File: src/rtl/dcr_pkg.sv
`default_nettype none

package dcr_pkg;
	localparam int PORTS = 12;
	localparam int ADDR_W = 8;
	localparam int DATA_W = 16;
	localparam int PRESET_W = 12;
	localparam int TEMP_W = 12;
	localparam int SEQ_W = 8;
	localparam int IDX_W = 4;

	// Register addresses on the serial-interface register port.
	localparam logic [ADDR_W-1:0] ADDR_DEVICE_CONTROL = 8'h01;
	localparam logic [ADDR_W-1:0] ADDR_INPUT_LEVELS = 8'h02;
	localparam logic [ADDR_W-1:0] ADDR_OUTPUT_LEVELS = 8'h03;
	localparam logic [ADDR_W-1:0] ADDR_SHARED_DAC_ONE = 8'h04;
	localparam logic [ADDR_W-1:0] ADDR_SHARED_DAC_TWO = 8'h05;
	localparam logic [ADDR_W-1:0] ADC_DATA_BASE = 8'h40;
	localparam logic [ADDR_W-1:0] DAC_DATA_BASE = 8'h60;
	localparam logic [ADDR_W-1:0] PORT_SPAN = 8'h0C;
	localparam logic [ADDR_W-1:0] ADDR_STEP = 8'h01;

	localparam logic [DATA_W-1:0] CTRL_RESET = 16'h0000;
	localparam logic [PRESET_W-1:0] PRESET_RESET = 12'h000;
	localparam logic [PORTS-1:0] LEVELS_RESET = 12'h000;
	localparam logic [DATA_W-1:0] READ_ZERO = 16'h0000;

	localparam logic [1:0] DAC_MODE_PRESET_ONE = 2'h2;
	localparam logic [1:0] DAC_MODE_PRESET_TWO = 2'h3;

	// Level bit layout: ports 0-5 at 7:2, ports 6-10 at 15:11, port 11 at bit 0.
	localparam int LEVEL_LOW_LSB = 2;
	localparam int LEVEL_LOW_PORTS = 6;
	localparam int LEVEL_MID_LSB = 11;
	localparam int LEVEL_MID_PORTS = 5;
	localparam int LEVEL_TOP_BIT = 0;

	localparam int SHUTDOWN_DEGC = 145;
	localparam int TEMP_LSB_PER_DEGC = 8;
	localparam logic signed [TEMP_W-1:0] SHUTDOWN_CODE =
		TEMP_W'(SHUTDOWN_DEGC * TEMP_LSB_PER_DEGC);

	localparam int CLK_PERIOD_PS = 4000;
	localparam int POWER_ON_SEQ_NS = 100;
	localparam int POWER_ON_SEQ_CYCLES =
		(POWER_ON_SEQ_NS * 1000 + CLK_PERIOD_PS - 1) / CLK_PERIOD_PS;
	localparam logic [SEQ_W-1:0] SEQ_LOAD = SEQ_W'(POWER_ON_SEQ_CYCLES - 1);
	localparam logic [SEQ_W-1:0] SEQ_DONE = 8'h00;
	localparam logic [SEQ_W-1:0] SEQ_STEP = 8'h01;

	typedef struct packed {
		logic soft_reset;
		logic burst_address_style;
		logic low_power_select;
		logic series_resistor_cancel;
		logic temperature_conversion_time;
		logic [2:0] temperature_monitor_enables;
		logic thermal_shutdown_enable;
		logic dac_reference_select;
		logic [1:0] adc_rate;
		logic [1:0] dac_update_mode;
		logic [1:0] adc_mode;
	} dcr_ctrl_t;

	typedef struct packed {
		logic wr;
		logic rd;
		logic [ADDR_W-1:0] addr;
		logic [DATA_W-1:0] data;
	} dcr_req_t;

	typedef struct packed {
		logic [PORTS-1:0] digital_input_port;
		logic [PORTS-1:0] digital_output_port;
		logic [PORTS-1:0] adc;
		logic [PORTS-1:0] dac;
	} dcr_modes_t;

	typedef enum logic [3:0] {
		ST_RUN = 4'b0001,
		ST_SEQ = 4'b0010,
		ST_LOWPWR = 4'b0100,
		ST_WAKE = 4'b1000
	} dcr_state_t;

	function automatic logic [DATA_W-1:0] dcr_pack_levels(input logic [PORTS-1:0] p);
		logic [DATA_W-1:0] w;
		w = READ_ZERO;
		w[LEVEL_LOW_LSB +: LEVEL_LOW_PORTS] = p[0 +: LEVEL_LOW_PORTS];
		w[LEVEL_MID_LSB +: LEVEL_MID_PORTS] = p[LEVEL_LOW_PORTS +: LEVEL_MID_PORTS];
		w[LEVEL_TOP_BIT] = p[PORTS-1];
		return w;
	endfunction

	function automatic logic [PORTS-1:0] dcr_unpack_levels(input logic [DATA_W-1:0] w);
		logic [PORTS-1:0] p;
		p[0 +: LEVEL_LOW_PORTS] = w[LEVEL_LOW_LSB +: LEVEL_LOW_PORTS];
		p[LEVEL_LOW_PORTS +: LEVEL_MID_PORTS] = w[LEVEL_MID_LSB +: LEVEL_MID_PORTS];
		p[PORTS-1] = w[LEVEL_TOP_BIT];
		return p;
	endfunction
endpackage

`default_nettype wire

File: src/rtl/dcr_sync3.sv
`timescale 1ns/1ps
`default_nettype none

// A bit's level changes only once the second and third stages agree.
module dcr_sync3 #(
	parameter int W = 12
) (
	input wire logic clk,
	input wire logic rst_n,
	input wire logic [W-1:0] async_in,
	output logic [W-1:0] level
);
	logic [W-1:0] s1_reg, s2_reg, s3_reg, level_reg, level_next, agree;

	always_comb begin
		agree = ~(s2_reg ^ s3_reg);
		level_next = (agree & s3_reg) | (~agree & level_reg);
	end

	always_ff @(posedge clk) begin
		if (!rst_n) begin
			s1_reg <= '0;
			s2_reg <= '0;
			s3_reg <= '0;
			level_reg <= '0;
		end else begin
			s1_reg <= async_in;
			s2_reg <= s1_reg;
			s3_reg <= s2_reg;
			level_reg <= level_next;
		end
	end

	assign level = level_reg;
endmodule

`default_nettype wire

File: src/rtl/dcr_burst_step.sv
`timescale 1ns/1ps
`default_nettype none

module dcr_burst_step
	import dcr_pkg::*;
(
	input wire logic [ADDR_W-1:0] cur_addr,
	input wire logic is_write,
	input wire logic burst_style,
	input wire logic [PORTS-1:0] adc_ports,
	input wire logic [PORTS-1:0] dac_ports,
	output logic [ADDR_W-1:0] next_addr
);
	logic in_adc, in_dac;
	logic [PORTS-1:0] mask;
	logic [ADDR_W-1:0] base, idx;

	always_comb begin
		in_adc = (cur_addr >= ADC_DATA_BASE) && (cur_addr < ADC_DATA_BASE + PORT_SPAN);
		in_dac = (cur_addr >= DAC_DATA_BASE) && (cur_addr < DAC_DATA_BASE + PORT_SPAN);
		mask = in_adc ? adc_ports : dac_ports;
		base = in_adc ? ADC_DATA_BASE : DAC_DATA_BASE;
		idx = cur_addr - base;
		next_addr = cur_addr + ADDR_STEP;
		// DAC data reads always step by one, even in contextual style.
		if (burst_style && ((in_adc && !is_write) || (in_dac && is_write))) begin
			// With no matching port left, the burst leaves the data block.
			next_addr = base + PORT_SPAN;
			for (int i = PORTS - 1; i >= 0; i--) begin
				if (ADDR_W'(i) > idx && mask[i]) begin
					next_addr = base + ADDR_W'(i);
				end
			end
		end
	end
endmodule

`default_nettype wire

File: src/rtl/dcr_regs.sv
`timescale 1ns/1ps
`default_nettype none

module dcr_regs
	import dcr_pkg::*;
(
	input wire logic clk,
	input wire logic rst_n,
	input wire dcr_req_t req,
	output logic [DATA_W-1:0] rd_data,
	output logic rd_valid,
	input wire logic burst_step,
	input wire logic burst_write,
	input wire logic [ADDR_W-1:0] burst_addr,
	output logic [ADDR_W-1:0] burst_next_addr,
	input wire dcr_modes_t modes,
	input wire logic [PORTS-1:0] pin_levels,
	input wire logic temp_valid,
	input wire logic [TEMP_W-1:0] temp_internal,
	output dcr_ctrl_t ctrl_out,
	output logic ports_high_z,
	output logic low_power_active,
	output logic [PORTS-1:0] port_drive_level,
	output logic [PORTS-1:0] port_drive_en,
	output logic dac_preset_active,
	output logic [PRESET_W-1:0] dac_preset_value
);
	localparam int SEQ_BOUND = 40;

	dcr_state_t state_reg, state_next;
	dcr_ctrl_t ctrl_reg, ctrl_next;
	logic [SEQ_W-1:0] seq_reg, seq_next;
	logic [PORTS-1:0] in_levels_reg, in_levels_next;
	logic [PORTS-1:0] out_levels_reg, out_levels_next;
	logic [PRESET_W-1:0] preset1_reg, preset1_next;
	logic [PRESET_W-1:0] preset2_reg, preset2_next;
	logic [DATA_W-1:0] rd_data_reg, rd_data_next;
	logic rd_valid_reg, rd_valid_next;
	logic [ADDR_W-1:0] burst_reg, burst_next;
	logic high_z_reg, high_z_next;
	logic lowpwr_reg, lowpwr_next;
	logic [PORTS-1:0] drive_en_reg, drive_en_next;
	logic preset_on_reg, preset_on_next;
	logic [PRESET_W-1:0] preset_val_reg, preset_val_next;
	logic [PORTS-1:0] pins_synced;
	logic [ADDR_W-1:0] step_addr;
	logic [DATA_W-1:0] wdata;
	logic hot_reset, soft_request, wr_ok;

	assign wdata = req.data;

	dcr_sync3 #(
		.W(PORTS)
	) u_pin_sync (
		.clk(clk),
		.rst_n(rst_n),
		.async_in(pin_levels),
		.level(pins_synced)
	);

	dcr_burst_step u_burst (
		.cur_addr(burst_addr),
		.is_write(burst_write),
		.burst_style(ctrl_reg.burst_address_style),
		.adc_ports(modes.adc),
		.dac_ports(modes.dac),
		.next_addr(step_addr)
	);

	always_comb begin
		hot_reset = ctrl_reg.thermal_shutdown_enable
			&& ctrl_reg.temperature_monitor_enables[0]
			&& temp_valid && ($signed(temp_internal) > SHUTDOWN_CODE);
		wr_ok = req.wr && (state_reg != ST_SEQ);
		soft_request = wr_ok && (req.addr == ADDR_DEVICE_CONTROL) && wdata[DATA_W-1];
		state_next = state_reg;
		ctrl_next = ctrl_reg;
		seq_next = seq_reg;
		out_levels_next = out_levels_reg;
		preset1_next = preset1_reg;
		preset2_next = preset2_reg;
		// Non-input ports read back as zero rather than a stale pin level.
		in_levels_next = pins_synced & modes.digital_input_port;
		burst_next = burst_step ? step_addr : burst_reg;

		case (state_reg)
			ST_RUN: begin
				if (ctrl_reg.low_power_select) begin
					state_next = ST_LOWPWR;
				end
			end
			ST_LOWPWR: begin
				if (!ctrl_reg.low_power_select) begin
					state_next = ST_WAKE;
					seq_next = SEQ_LOAD;
				end
			end
			ST_WAKE: begin
				if (ctrl_reg.low_power_select) begin
					state_next = ST_LOWPWR;
				end else if (seq_reg == SEQ_DONE) begin
					state_next = ST_RUN;
				end else begin
					seq_next = seq_reg - SEQ_STEP;
				end
			end
			ST_SEQ: begin
				if (seq_reg == SEQ_DONE) begin
					state_next = ST_RUN;
					ctrl_next.soft_reset = 1'b0;
				end else begin
					seq_next = seq_reg - SEQ_STEP;
				end
			end
			default: begin
				state_next = ST_SEQ;
				seq_next = SEQ_LOAD;
			end
		endcase

		if (wr_ok) begin
			case (req.addr)
				ADDR_DEVICE_CONTROL: begin
					ctrl_next = dcr_ctrl_t'(wdata);
					// The reset bit is owned by the sequencer; the written bit is dropped here, and a written 1 starts the reset path below.
					ctrl_next.soft_reset = 1'b0;
				end
				ADDR_OUTPUT_LEVELS: begin
					out_levels_next = dcr_unpack_levels(wdata);
				end
				// Only the shared value changes; per-port DAC data lives elsewhere.
				ADDR_SHARED_DAC_ONE: begin
					preset1_next = wdata[PRESET_W-1:0];
				end
				ADDR_SHARED_DAC_TWO: begin
					preset2_next = wdata[PRESET_W-1:0];
				end
				default: begin
				end
			endcase
		end

		// Thermal and soft reset share one path; thermal reset wins over any write.
		if (hot_reset || soft_request) begin
			state_next = ST_SEQ;
			seq_next = SEQ_LOAD;
			ctrl_next = dcr_ctrl_t'(CTRL_RESET);
			ctrl_next.soft_reset = 1'b1;
			out_levels_next = LEVELS_RESET;
			preset1_next = PRESET_RESET;
			preset2_next = PRESET_RESET;
		end

		rd_valid_next = req.rd;
		rd_data_next = READ_ZERO;
		if (req.rd) begin
			case (req.addr)
				ADDR_DEVICE_CONTROL: rd_data_next = ctrl_reg;
				ADDR_INPUT_LEVELS: rd_data_next = dcr_pack_levels(in_levels_reg);
				ADDR_OUTPUT_LEVELS: rd_data_next = dcr_pack_levels(out_levels_reg);
				ADDR_SHARED_DAC_ONE: rd_data_next = DATA_W'(preset1_reg);
				ADDR_SHARED_DAC_TWO: rd_data_next = DATA_W'(preset2_reg);
				default: rd_data_next = READ_ZERO;
			endcase
		end

		high_z_next = (state_next != ST_RUN);
		lowpwr_next = (state_next == ST_LOWPWR);
		// Output bits of other ports are kept but never reach a pin.
		drive_en_next = high_z_next ? LEVELS_RESET : modes.digital_output_port;
		preset_on_next = (ctrl_next.dac_update_mode == DAC_MODE_PRESET_ONE)
			|| (ctrl_next.dac_update_mode == DAC_MODE_PRESET_TWO);
		preset_val_next = (ctrl_next.dac_update_mode == DAC_MODE_PRESET_TWO)
			? preset2_next : preset1_next;
	end

	always_ff @(posedge clk) begin
		if (!rst_n) begin
			state_reg <= ST_SEQ;
			ctrl_reg <= dcr_ctrl_t'(CTRL_RESET);
			seq_reg <= SEQ_LOAD;
			in_levels_reg <= LEVELS_RESET;
			out_levels_reg <= LEVELS_RESET;
			preset1_reg <= PRESET_RESET;
			preset2_reg <= PRESET_RESET;
			rd_data_reg <= READ_ZERO;
			rd_valid_reg <= 1'b0;
			burst_reg <= '0;
			high_z_reg <= 1'b1;
			lowpwr_reg <= 1'b0;
			drive_en_reg <= LEVELS_RESET;
			preset_on_reg <= 1'b0;
			preset_val_reg <= PRESET_RESET;
		end else begin
			state_reg <= state_next;
			ctrl_reg <= ctrl_next;
			seq_reg <= seq_next;
			in_levels_reg <= in_levels_next;
			out_levels_reg <= out_levels_next;
			preset1_reg <= preset1_next;
			preset2_reg <= preset2_next;
			rd_data_reg <= rd_data_next;
			rd_valid_reg <= rd_valid_next;
			burst_reg <= burst_next;
			high_z_reg <= high_z_next;
			lowpwr_reg <= lowpwr_next;
			drive_en_reg <= drive_en_next;
			preset_on_reg <= preset_on_next;
			preset_val_reg <= preset_val_next;
		end
	end

	assign rd_data = rd_data_reg;
	assign rd_valid = rd_valid_reg;
	assign burst_next_addr = burst_reg;
	assign ctrl_out = ctrl_reg;
	assign ports_high_z = high_z_reg;
	assign low_power_active = lowpwr_reg;
	assign port_drive_level = out_levels_reg;
	assign port_drive_en = drive_en_reg;
	assign dac_preset_active = preset_on_reg;
	assign dac_preset_value = preset_val_reg;
endmodule

`default_nettype wire

File: config.mk
export PLATFORM = sky130hd
export DESIGN_NAME = dcr_regs
export DESIGN_NICKNAME = d
export VERILOG_FILES = /design/src/rtl/dcr_pkg.sv /design/src/rtl/dcr_sync3.sv /design/src/rtl/dcr_burst_step.sv /design/src/rtl/dcr_regs.sv
export SDC_FILE = /design/constraint.sdc
export NUM_CORES = 1
export LEC_CHECK = 0
export ABC_AREA = 1
export ABC_CLOCK_PERIOD_IN_PS = 3600
export BUFFER_PORTS_ARGS = -buffer_cell sky130_fd_sc_hd__buf_2
export CAP_MARGIN = 20
export CORE_UTILIZATION = 50
export DETAILED_ROUTE_END_ITERATION = 6
export PLACE_DENSITY = 0.88
export SLEW_MARGIN = 20
export SYNTH_ARGS = -nofsm -noshare
export SYNTH_HDL_FRONTEND = slang
export SYNTH_SLANG_ARGS = --single-unit
File: constraint.sdc
create_clock -name clk -period 3.6 [get_ports clk]
set_input_delay 0.54 -clock clk [delete_from_list [all_inputs] [get_ports clk]]
set_output_delay 0.54 -clock clk [all_outputs]
set_load 0.005 [all_outputs]
==> results_dict.tcl <==
set metrics [dict create \
    slew_headroom_pct 39.5 \
    dp_cells 1312 \
    num_rows 43 \
    drt-wirelength-per-cell_um 13.9 \
    synthesis.nets 1089 \
    yosysSeqAreaShare_pct 49.2 \
    syn-cell-area_um2 7120 \
    critPathKind "in -> reg" \
    setup_viol_count_final 0 \
    reg2reg_to "dac_preset_value[8]$_SDFF_PN0_" \
    dp_hpwl_mm 13.0 \
    min_to "u_pin_sync.s1_reg[8]$_SDFF_PN0_" \
    ys_async_sr_fraction_pct 0 \
    worst_slew_pin_slew_ps 898 \
    num_io_pins 191 \
    outcome "finished, final reports clean" \
    cts_tree "yes" \
    clkSinkCount 175 \
    multi_input_area_um2 2900 \
    fin_crit_sh_pct 73.2 \
    drt-pass1-iter-count 5 \
    yosysUniqueCellTypes 50 \
    worst_slack_ps 964 \
    max_freq_mhz 379 \
    hold_path_depth 3 \
    skew_ps 10.1 \
    die_x_um 121 \
    diodes 0 \
    min_period_ps 2640 \
    top_layer "met5" \
    cts_root_buf "clkbuf_16" \
    die-area_um2 14700 \
    clkLatencyLatePin_ps 440 \
    finalNetCount 1269 \
    arrival_ps 2930 \
    postCtsSetupRepairBufs 0 \
    cts_resized 0 \
    r2r_cells 12 \
    gp_congestion 0.935 \
    tns_ps 0 \
    ir_drop_mv 0.343 \
    synth_cells 971 \
    hold_path_class "in -> reg" \
    synth_top_flop_cell "dfxtp_1" \
    drt-met1-wl_mm 7.27 \
    yosysWarnings 0 \
    numPortBuffers 188 \
    synth-edff-count 0 \
    power_density_nw_per_um2 496 \
    hold_buffers 0 \
    pre_cts_slack_ps 560 \
    avgSynthCellArea_um2 7.33 \
    grt_overflow 0 \
    dieHeight_um 121 \
    cp-start-kind "input port" \
    p_leak_nw 4.33 \
    postRouteWirelength_mm 18.6 \
    fin_cells 1344 \
    drv_slew 0 \
    worstPathRequired_ps 3890 \
    fillers 1180 \
    drv_cap 0 \
    drtIter0Drc 681 \
    postPlaceCellArea_um2 8180 \
    register_area_um2 3500 \
    start_util_pct 51.3 \
    grt_pass1_vias 6353 \
    hp-start "pin_levels[8]" \
    grt_pass1_wl_mm 29.3 \
    final_antenna_net_count 0 \
    r2r-start "state_reg[1]$_SDFF_PN1_" \
    cts_buffers 17 \
    grt.total_usage_pct 25.7 \
    power_mw 4.37 \
    drc 0 \
    area_growth_syn_to_layout_pct 23.8 \
    wl_met2_mm 8.88 \
    coreArea_um2 13900 \
    critPathCaptureType "flop" \
    worst-path-max-fanout 6 \
    drive_gt1_share_pct 22.4 \
    grt_setup_unrepaired "false" \
    r2r_setup_slack_ps 1070 \
    finalInstanceArea_um2 8810 \
    vias 6890 \
    wl_met3_mm 1.61 \
    antenna_found_initial 2 \
    grt_max_degree 58 \
    yosys_register_bits 175 \
    viasPerCell 5.13 \
    hold_violations 0 \
    clk_path_buf_depth 2 \
    htreeDepth 4 \
    clkTransAtPathRegs_ps 70 \
]
==> how the worst max path moves through the flow <==
stage	from	end	slack (ps)	cells after the start
after floorplan	burst_addr[2]	burst_next_addr[0]$_SDFFE_PN0P_	750	25
after global placement	burst_addr[4]	burst_next_addr[0]$_SDFFE_PN0P_	610	26
after detailed placement	burst_addr[4]	burst_next_addr[0]$_SDFFE_PN0P_	560	26
after CTS	burst_addr[4]	burst_next_addr[0]$_SDFFE_PN0P_	970	26
after global routing	burst_addr[4]	burst_next_addr[0]$_SDFFE_PN0P_	650	26
final	burst_addr[4]	burst_next_addr[0]$_SDFFE_PN0P_	960	26
==> layout by cell type, fill, tap and decap left out, types with 9 or more instances in the layout <==
cell type,count
inv_1,133
nand3_1,23
buf_4,11
inv_2,9
a21oi_1,80
nand2_1,248
dfxtp_1,175
o21ai_0,46
clkbuf_16,17
buf_2,188
nor2_1,129
==> through the flow <==
stage	utilization [%]	hold slack (ps)
after CTS	63.5	281
after global placement	58.9	392
final	63.5	283
after floorplan	-	390
after global routing	63.5	289
after detailed placement	58.9	397
==> final cells by class <==
class / instances / share of cell area [%]
Inverter: 142 / 6.05
Sequential cell: 175 / 39.8
Clock buffer: 19 / 5.14
Multi-Input combinational cell: 616 / 32.9
Timing Repair Buffer: 199 / 11.6
Tap cell: 180 / 2.56
Clock inverter: 13 / 1.99
==> worst max-delay path, cell delays in order <==
cell     delay, ps
buf_2          130
inv_2          100
nand2_1         60
nor2_1         110
nand2_1         80
ha_1           180
inv_1           50
ha_1           230
inv_1           60
nand2_1         50
nor2_1         120
nand2_1         90
nor2_2         200
inv_1          110
nor2_1          90
o21ai_0        130
nand2_1        120
nand2_1         50
nand2_1         50
nand2_1         50
nand2_1         60
nand2_1         60
nand2_1         60
nand2_1         50
nand2_1         60
a21oi_1         50
==> Yosys cell counts (2+ instances only) <==
| cell type | number | area share [%] |
|---|---|---|
| nand4_1 | 4 | 0.35 |
| nand2_1 | 248 | 13 |
| dfxtp_1 | 175 | 49 |
| o21ai_1 | 6 | 0.42 |
| nand3b_1 | 2 | 0.21 |
| nor2_2 | 3 | 0.26 |
| nand2_2 | 4 | 0.35 |
| a21oi_1 | 80 | 5.6 |
| a31oi_1 | 8 | 0.70 |
| nor3_1 | 8 | 0.56 |
| buf_4 | 9 | 0.95 |
| ha_1 | 7 | 1.2 |
| a22oi_1 | 8 | 0.84 |
| xor2_1 | 2 | 0.25 |
| buf_2 | 7 | 0.49 |
| nor4_2 | 2 | 0.35 |
| inv_1 | 133 | 7.0 |
| buf_1 | 2 | 0.11 |
| o21ai_0 | 46 | 3.2 |
| o21ai_2 | 2 | 0.25 |
| clkbuf_1 | 18 | 0.95 |
| a41oi_1 | 4 | 0.49 |
| a221oi_1 | 4 | 0.49 |
| nor2_1 | 129 | 6.8 |
| nor4_1 | 3 | 0.26 |
| inv_2 | 9 | 0.47 |
| nand3_1 | 23 | 1.6 |
| nor3_4 | 2 | 0.46 |
| o211ai_1 | 2 | 0.21 |
==> layer usage <==
| layer | global-route usage [%] | up-vias |
|---|---|---|
| li1 | - | 3411 |
| met1 | 29.4 | 3040 |
| met2 | 43.3 | 371 |
| met3 | 6.48 | 66 |
| met4 | 15.0 | 2 |
| met5 | 0 | - |
==> logic make-up after synthesis <==
group	Yosys count	synth area share, %
buffers and inverters	180	10.2
AO/OA/AOI/OAI	168	13.2
adder cells (fa/ha/maj)	8	1.37
flip-flops	175	49.2
XOR/XNOR	3	0.369
AND/OR/NAND/NOR	436	25.5
multiplexers	1	0.141
==> power breakdown <==
group	internal [mW]	switching, mW	leakage [nW]
clock network	1.14	0.791	0.300
logic	0.149	0.258	2.61
registers	2.00	0.0346	1.42
(Power assumes the default switching activity.)
